`src/shared/arf_pkg.sv`:
```
// arf_pkg: offsets, field positions, reset values and carrier types
// for the converter reference-selection register bank.
// assumes an 8-bit special-function register bus on the system clock.
package arf_pkg;

  localparam logic [7:0] ARF_OFS_TRIM_LOW  = 8'hbd;
  localparam logic [7:0] ARF_OFS_TRIM_HIGH = 8'hbe;
  localparam logic [7:0] ARF_OFS_REF_CTRL  = 8'hd1;

  localparam int ARF_POS_GND_SEL  = 5;
  localparam int ARF_POS_SRC_HI   = 4;
  localparam int ARF_POS_SRC_LO   = 3;
  localparam int ARF_POS_SENS_EN  = 2;
  localparam int ARF_POS_OFS_LOW  = 6;

  localparam logic [7:0] ARF_RST_REF_CTRL = 8'h18;
  localparam logic [7:0] ARF_RST_RDATA    = 8'h00;
  localparam logic [9:0] ARF_RST_TRIM     = 10'h000;

  // reference source encodings
  typedef enum logic [1:0] {
    ARF_SRC_EXT_PIN = 2'b00,
    ARF_SRC_SUPPLY  = 2'b01,
    ARF_SRC_DIG_1V8 = 2'b10,
    ARF_SRC_HS_REF  = 2'b11
  } arf_src_e;

  // converter phase status from the converter
  typedef struct packed {
    logic busy;      // converter needs its reference
    logic tracking;  // tracking/sampling phase
    logic convert;   // conversion phase
    logic temp_sel;  // temperature sensor is the sampled input
  } arf_conv_s;

  // steering outputs toward the analog section
  typedef struct packed {
    arf_src_e src_sel;    // reference mux select
    logic     hs_ref_en;  // high-speed reference enable
    logic     agnd_sel;   // 1: ground from analog ground pin
    logic     sens_en;    // temperature sensor enable
  } arf_ana_s;

endpackage : arf_pkg

```
`src/rtl/arf_trim_rom.sv`:
```
// arf_trim_rom: holds the factory offset value and presents it registered.
// assumes trim value is a stable input from fuse/flash after reset.
module arf_trim_rom
  import arf_pkg::*;
(
  input  wire logic       mclk,      // system clock
  input  wire logic       rstn,      // async reset, active low
  input  wire logic [9:0] trim_in,   // stored offset measurement
  output logic      [9:0] trim_q     // registered offset
);

  // captured by clock, never by the reset itself
  always_ff @(posedge mclk or negedge rstn) begin
    if (!rstn) begin
      trim_q <= ARF_RST_TRIM;
    end else begin
      trim_q <= trim_in;
    end
  end

endmodule // arf_trim_rom

```
`src/rtl/arf_regs.sv`:
```
// arf_regs: reference control and temperature offset register bank.
// assumes single-cycle sfr reads/writes, address and data valid with strobe.

// Functional notes
// - the 10-bit factory offset reads as bits 9:2 in the high byte and bits 1:0 in low bits 7:6.
// - low offset bits 5:0 read zero and writes to them are ignored.
// - control bits 4:3 pick the reference: external pin, supply, 1.8 V digital, 1.65 V fast.
// - with the fast reference chosen it is enabled only while the converter is busy.
// - control bit 5 picks ground: 0 the ground pin, 1 the analog ground pin.
// - the analog ground pin, when chosen, is used in both tracking and conversion.
// - sampling the temperature sensor always uses internal chip ground.
// - with the fast reference chosen, conversion always uses internal chip ground.
// - control bit 2 turns the temperature sensor on when 1 and off when 0.
// - with the sensor disabled its output is left floating, readings meaningless.
// - control bits 7:6 and 1:0 read zero and ignore writes.
module arf_regs
  import arf_pkg::*;
(
  input  wire logic       mclk,        // system clock
  input  wire logic       rstn,        // async reset, active low
  input  wire logic [7:0] sfr_addr,    // register address
  input  wire logic       sfr_wr,      // write strobe
  input  wire logic       sfr_rd,      // read strobe
  input  wire logic [7:0] sfr_wdata,   // write data
  output logic      [7:0] sfr_rdata,   // registered read data
  input  wire logic [9:0] trim_value,  // factory offset value
  input  arf_conv_s       conv_stat,   // converter phase status
  output arf_ana_s        ana_ctrl     // registered analog steering
);

  // reset image of the stored fields, cut from the control reset value
  localparam logic [1:0] SRC_RST  = ARF_RST_REF_CTRL[ARF_POS_SRC_HI:ARF_POS_SRC_LO];
  localparam logic       GND_RST  = ARF_RST_REF_CTRL[ARF_POS_GND_SEL];
  localparam logic       SENS_RST = ARF_RST_REF_CTRL[ARF_POS_SENS_EN];

  // fast reference starts gated off: the converter is idle out of reset
  localparam arf_ana_s   ANA_RST  = '{src_sel:   arf_src_e'(SRC_RST),
                                      hs_ref_en: 1'b0,
                                      agnd_sel:  GND_RST,
                                      sens_en:   SENS_RST};

  // stored control fields and their next values
  logic [1:0] src_r;
  logic [1:0] src_nxt;
  logic       gnd_r;
  logic       gnd_nxt;
  logic       sens_r;
  logic       sens_nxt;

  // registered factory offset
  logic [9:0] trim_q;

  // address decode
  logic       hit_ctrl;
  logic       hit_low;
  logic       hit_high;
  logic       wr_ctrl;

  // read views and the selected byte
  logic [7:0] low_view;
  logic [7:0] high_view;
  logic [7:0] ctrl_view;
  logic [7:0] rdata_nxt;

  // ground and reference steering terms
  logic       hs_sel;
  logic       sense_sample;
  logic       hs_convert;
  logic       force_int_gnd;
  logic       pin_gnd_nxt;
  logic       hs_ref_nxt;
  arf_ana_s   ana_nxt;

  arf_trim_rom arf_trim_rom_inst (
    .mclk    (mclk),
    .rstn    (rstn),
    .trim_in (trim_value),
    .trim_q  (trim_q)
  );

  assign hit_ctrl = (sfr_addr == ARF_OFS_REF_CTRL);
  assign hit_low  = (sfr_addr == ARF_OFS_TRIM_LOW);
  assign hit_high = (sfr_addr == ARF_OFS_TRIM_HIGH);

  // offset registers have no write path at all
  assign wr_ctrl  = sfr_wr & hit_ctrl;

  // unwritable control bits are simply never stored
  assign src_nxt  = wr_ctrl ? sfr_wdata[ARF_POS_SRC_HI:ARF_POS_SRC_LO] : src_r;
  assign gnd_nxt  = wr_ctrl ? sfr_wdata[ARF_POS_GND_SEL] : gnd_r;
  assign sens_nxt = wr_ctrl ? sfr_wdata[ARF_POS_SENS_EN] : sens_r;

  assign low_view  = {trim_q[1:0], 6'h00};
  assign high_view = trim_q[9:2];
  assign ctrl_view = {2'b00, gnd_r, src_r, sens_r, 2'b00};

  // decodes are one-hot, so an or of the gated views selects; unmapped reads zero
  assign rdata_nxt = ({8{hit_ctrl}} & ctrl_view) |
                     ({8{hit_low}}  & low_view)  |
                     ({8{hit_high}} & high_view);

  assign hs_sel        = (src_r == ARF_SRC_HS_REF);
  assign sense_sample  = conv_stat.temp_sel & conv_stat.tracking;
  assign hs_convert    = hs_sel & conv_stat.convert;

  // chip-ground overrides win; otherwise the pin ground holds in both phases
  assign force_int_gnd = sense_sample | hs_convert;
  assign pin_gnd_nxt   = gnd_r & ~force_int_gnd;

  // fast reference follows converter demand, no software action needed
  assign hs_ref_nxt    = hs_sel & conv_stat.busy;

  assign ana_nxt.src_sel   = arf_src_e'(src_r);
  assign ana_nxt.hs_ref_en = hs_ref_nxt;
  assign ana_nxt.agnd_sel  = pin_gnd_nxt;
  assign ana_nxt.sens_en   = sens_r;

  always_ff @(posedge mclk or negedge rstn) begin
    if (!rstn) begin
      src_r <= SRC_RST;
    end else begin
      src_r <= src_nxt;
    end
  end

  always_ff @(posedge mclk or negedge rstn) begin
    if (!rstn) begin
      gnd_r <= GND_RST;
    end else begin
      gnd_r <= gnd_nxt;
    end
  end

  always_ff @(posedge mclk or negedge rstn) begin
    if (!rstn) begin
      sens_r <= SENS_RST;
    end else begin
      sens_r <= sens_nxt;
    end
  end

  // outputs come from flops, one cycle behind the stored fields
  always_ff @(posedge mclk or negedge rstn) begin
    if (!rstn) begin
      ana_ctrl <= ANA_RST;
    end else begin
      ana_ctrl <= ana_nxt;
    end
  end

  // read data holds between reads
  always_ff @(posedge mclk or negedge rstn) begin
    if (!rstn) begin
      sfr_rdata <= ARF_RST_RDATA;
    end else if (sfr_rd) begin
      sfr_rdata <= rdata_nxt;
    end
  end

endmodule // arf_regs

```
`config.mk`:
```
export PLATFORM = sky130hd
export DESIGN_NAME = arf_regs
export DESIGN_NICKNAME = d
export VERILOG_FILES = /design/src/shared/arf_pkg.sv /design/src/rtl/arf_trim_rom.sv /design/src/rtl/arf_regs.sv
export SDC_FILE = /design/constraint.sdc
export NUM_CORES = 1
export LEC_CHECK = 0
export ABC_AREA = 1
export BUFFER_PORTS_ARGS = -buffer_cell sky130_fd_sc_hd__buf_2
export CAP_MARGIN = 25
export CELL_PAD_IN_SITES_DETAIL_PLACEMENT = 0
export CELL_PAD_IN_SITES_GLOBAL_PLACEMENT = 1
export CORE_MARGIN = 2
export CORE_UTILIZATION = 38
export CTS_BUF_LIST = sky130_fd_sc_hd__clkbuf_2 sky130_fd_sc_hd__clkbuf_4 sky130_fd_sc_hd__clkbuf_8
export CTS_CLUSTER_SIZE = 8
export DETAILED_ROUTE_END_ITERATION = 12
export HOLD_SLACK_MARGIN = 0.12
export PLACE_DENSITY = 0.89
export SKIP_CTS_REPAIR_TIMING = 1
export SYNTH_ARGS = -nofsm -noshare
export SYNTH_HDL_FRONTEND = slang
export SYNTH_HIERARCHICAL = 1
export SYNTH_SLANG_ARGS = --single-unit
```
`constraint.sdc`:
```
create_clock -name mclk -period 2.2 [get_ports mclk]
set_input_delay 0.22 -clock mclk [delete_from_list [all_inputs] [get_ports mclk]]
set_output_delay 0.22 -clock mclk [all_outputs]
set_load 0.05 [all_outputs]
```
# Yosys cells after proc, flatten, opt, wreduce, memory -nomap -nowiden
# Cells that the tools add are included.
dict set report classes {
  n_eq_ne 4
  bitwise 12
}
# op n
set ops {}
lappend ops {{== test 8 bit (second input constant)} 3}
lappend ops {{bitwise AND 8 bit} 2}
lappend ops {{bitwise OR 8 bit} 2}
lappend ops {{bitwise AND 8 x 6 -> 8 bit} 1}
lappend ops {{bitwise AND 1 bit} 5}
lappend ops {{== test 2 bit (second input constant)} 1}
lappend ops {{NOT 1 bit} 1}
lappend ops {{bitwise OR 1 bit} 1}
dict set report totals {
  in_bits 34
  output_inout_bits 13
  wordCells 25
  register_bits 27
}

# Depth between registers and ports, before layout
dict set report logic_depth {
  word_depth 5
  depth_mapped 7
  mapped_depth_nobuf 7
}

# By module
# Netlist, hierarchy kept.
# mod seq_area_each_um2 n_inst area_per_inst_um2 cells_each
set by_module_without_submodules {}
lappend by_module_without_submodules {arf_regs 430.4 1 825.8 100}
lappend by_module_without_submodules {arf_trim_rom 250.2 1 250.2 10}

# Worst setup path before layout
# Ideal clock, no wire load.
dict set report synth_path {
  path_type {register to output}
  from {register ana_ctrl[3] (netlist name)}
  to {output port ana_ctrl[3] (netlist name)}
  t_required_ns 1.980
  slack_ns 1.324
  path_buffers 0
  t_arrival_ns 0.656
  path_stages_with_launch 1
  path_cell_list {dfstp_2}
}
# element line
set synth_rtl {}
lappend synth_rtl {{start: declaration} arf_regs.sv:28} ;# output arf_ana_s ana_ctrl
lappend synth_rtl {{start signal: assignment} arf_regs.sv:147} ;# ana_ctrl <= ana_nxt;
# No word-level cell between the ends.

# Worst setup path after layout
dict set report layout_path {
  from {register src_r[0]}
  to {register ana_ctrl[1] (netlist name)}
}
dict set report layout_via {
  elab_chain_cells 5
}
# element line
set layout_rtl {}
lappend layout_rtl {{start: declaration} arf_regs.sv:43} ;# logic [1:0] src_r;
lappend layout_rtl {{start signal: assignment} arf_regs.sv:122} ;# src_r <= src_nxt;
lappend layout_rtl {{== test 2 bit} arf_regs.sv:102} ;# assign hs_sel = (src_r == ARF_SRC_HS_REF);
lappend layout_rtl {{bitwise AND 1 bit} arf_regs.sv:104} ;# assign hs_convert = hs_sel & conv_stat.convert;
lappend layout_rtl {{bitwise OR 1 bit} arf_regs.sv:107} ;# assign force_int_gnd = sense_sample | hs_convert;
lappend layout_rtl {{NOT 1 bit} arf_regs.sv:108} ;# assign pin_gnd_nxt = gnd_r & ~force_int_gnd;
lappend layout_rtl {{bitwise AND 1 bit} arf_regs.sv:108}
lappend layout_rtl {{net pin_gnd_nxt} arf_regs.sv:70} ;# logic pin_gnd_nxt;
# The timed path passes the listed nets, and every way through them passes these cells.
# A chain may end at the register's enable or synchronous reset.

==> results.toml <==
[run_status]
status = "finished, final reports clean"

[timing]
worst_slew_pin_slew_ns = 0.566
relSlewSlack_pct = 62.3
maxSlewViolCount = 0
finClkSkew_ns = 0.00979
fin_tns_setup_ns = 0
fin_crit_ns = 1.41
max_freq_mhz = 709
setup_viol = 0
period_share_pct = 64.1
final_hold_viol_count = 0
rsz0062_at_grt = "no"

[pwr]
seq_power_share_pct = 62.3
power.density_mw_per_mm2 = 560
pwr-share-clk_pct = 25.2
peakVddDrop_mv = 0.553
p_sw_share_pct = 25.0
p_sw_uw = 209
power.internal_uw = 629
combPwrFrac_pct = 12.5
p_leak_uw = 0.000840

[detailed_routing]
vias = 944
drtIter0Drc = 22
drcViolationCount = 0
via_per_inst = 4.70
wire_per_inst_um = 11.1
first_pass_iters = 8
ant_nets = 0
wl_um = 2220

[layout]
nNetsFinal = 205
fillCellCount = 263
n_antenna_cell = 0
area_growth_syn_to_layout_pct = 39.2
layoutNonFillerInstCount = 201
finalInstanceArea_mm2 = 0.00150
drive_above_1_share_pct = 34.1

[synth]
syn_inst = 110
synth_nets = 144
yosys-top-cells-count = "nand2_1, dfrtp_1, nand3_1"
syn_area_per_cell_um2 = 9.78
synth.most_common_cell = "nand2_1"
yosys_warnings = 6
ys_seq_elements = 27
synthArstFlopShare_pct = 100
ys_types = 18
synth_area_mm2 = 0.00108
synthTopCellsByArea = "dfrtp_1, nand2_1, dfstp_2, nand3_1, nand4_1"
ys_seq_area_share_pct = 63.3
synth-edff-count = 0
yosys.area.top_type_share_pct = 53.5
synth_flop_cell = "dfrtp_1"
synth_top_area_cell = "dfrtp_1"

[clocking]
cts_root_buffer = "clkbuf_4"
cts_htree_levels = 1
clk_path_buf_depth = 2
cts_buffers = 3
cts.clk_slew.worst_paths_ns = 0.14
clock-sinks = 27
clock_latency_ns = 0.33
tritoncts = "built"

[placed_design]
io_buffers = 42
placedCellCount = 182
dpl_cell_area_mm2 = 0.00132
dpl.hpwl_um = 1610
place.gp.congestion = 0.718

[global_route]
antenna_found_initial = 0
grt_overflow = 0
grt_util_met1_pct = 15.7
met2_usage_pct = 25.1
track_usage_pct = 13.8
busiest_layer = "met2"
grt_pass1_vias = 841
use_met3_pct = 5.44
grt_max_degree = 28
grt_pass1_wl_um = 3480

[setup_path]
cp-endpoint = "ana_ctrl[1]$_DFF_PN0_"
reg2reg_slack_ns = 0.79
start_kind = "flip-flop"
worst-path-max-fanout = 5
crit_required_ns = 2.43
worstPathArrival_ns = 1.64
path_class = "flip-flop to flip-flop"
cp-startpoint = "src_r[0]$_DFFE_PN1P_"
rr_endpoint = "ana_ctrl[1]$_DFF_PN0_"
cp-end-kind = "flip-flop"
r2r_cells = 4
rr_startpoint = "src_r[0]$_DFFE_PN1P_"

[worst_hold_path]
min_from = "sfr_wdata[2]"
holdCritPathClass = "input pin to flip-flop"

[floorplan]
die_w_um = 57.2
initial_utilization_pct = 39.4
die_h_um = 57.2
core_area_mm2 = 0.00273
rows = 19
num_io_pins = 47
dieArea_mm2 = 0.00327

[run]
drv_cap = 0
worst max-delay path, cell delays in order (launching register included):
cell           delay [ns]
dfstp_2              0.60
nand3_1              0.08
nand2_1              0.07
a21oi_1              0.04
dlygate4sd3_1        0.54
area by class of cell:
| cell class | count | area (µm²) | area share [%] |
|---|---|---|---|
| Sequential cell | 27 | 681 | 45.4 |
| Multi-Input combinational cell | 75 | 364 | 24.3 |
| Timing Repair Buffer | 57 | 360 | 24.1 |
| Tap cell | 31 | 38.8 | 2.59 |
| Inverter | 7 | 26.3 | 1.75 |
| Clock buffer | 3 | 22.5 | 1.50 |
| Clock inverter | 1 | 5.00 | 0.334 |
cells in the final DEF, fill, tap and decap left out:
master	netlist	layout
nand2_2	2	2
clkinv_2	0	1
inv_1	6	6
clkbuf_4	0	3
a21oi_1	1	1
nor2_1	3	3
nor2_2	1	1
and3_1	1	1
nand3_1	13	13
o21ai_1	2	2
dfrtp_1	23	23
nor2_8	1	1
nand3_2	1	1
nand2_1	44	44
dlygate4sd3_1	0	15
nand4_1	4	4
nor3_4	1	1
inv_2	1	1
dfstp_2	4	4
buf_2	1	42
nor2_4	1	1
power by group through the flow:
stage	Clock (µW)	Combinational (µW)	Sequential (µW)
6_report	211	105	523
5_1_grt	234	116	525
4_1_cts	218	86.2	523
3_5_place_dp	0	86.0	532
3_3_place_gp	0	83.3	532
2_1_floorplan	0	26.1	544
cells by family (layout without fill, tap and decap cells):
| logic type | after synthesis | after routing | share of synthesized area [%] |
|---|---|---|---|
| flip-flops | 27 | 27 | 63.3 |
| AND/OR/NAND/NOR | 72 | 72 | 32.4 |
| AO/OA/AOI/OAI | 3 | 3 | 1.39 |
| buffers and inverters | 8 | 68 | 2.91 |
worst min path at each step:
| stage | cells after the start | slack [ns] | to |
|---|---|---|---|
| final | 3 | 0.13 | sens_r$_DFFE_PN0P_ |
| after CTS | 1 | -0.12 | sfr_rdata[3]$_DFFE_PN0P_ |
| after floorplan | 0 | -0.08 | ana_ctrl[0]$_DFF_PN0_ |
| after global placement | 1 | 0.24 | arf_trim_rom_inst/trim_q[0]$_DFF_PN0_ |
| after global routing | 3 | 0.12 | sens_r$_DFFE_PN0P_ |
| after detailed placement | 1 | 0.25 | arf_trim_rom_inst/trim_q[1]$_DFF_PN0_ |
metal layers:
layer  share of wire [%]  wire length [µm]
met1                  42               944
met2                  52              1150
met3                 5.6               124
met4                0.18                 4
met5                   0                 0
flip-flops by register name (all words and copies together), names as in the netlist:
name and cells:
arf_trim_rom_inst/trim_q 10, sens_r 1, gnd_r 1, sfr_rdata 8
src_r 2, ana_ctrl 5
through the flow:
stage	hold slack (ns)	setup slack [ns]	power, µW	util, %
floorplan	-0.0756	1.32	570	-
global placement	0.237	1.15	615	48.3
detailed placement	0.254	1.14	618	48.3
CTS	-0.118	0.852	828	49.3
global route	0.122	0.707	875	54.8
finish	0.129	0.789	839	54.8
Power figures use the tool's default switching activity.
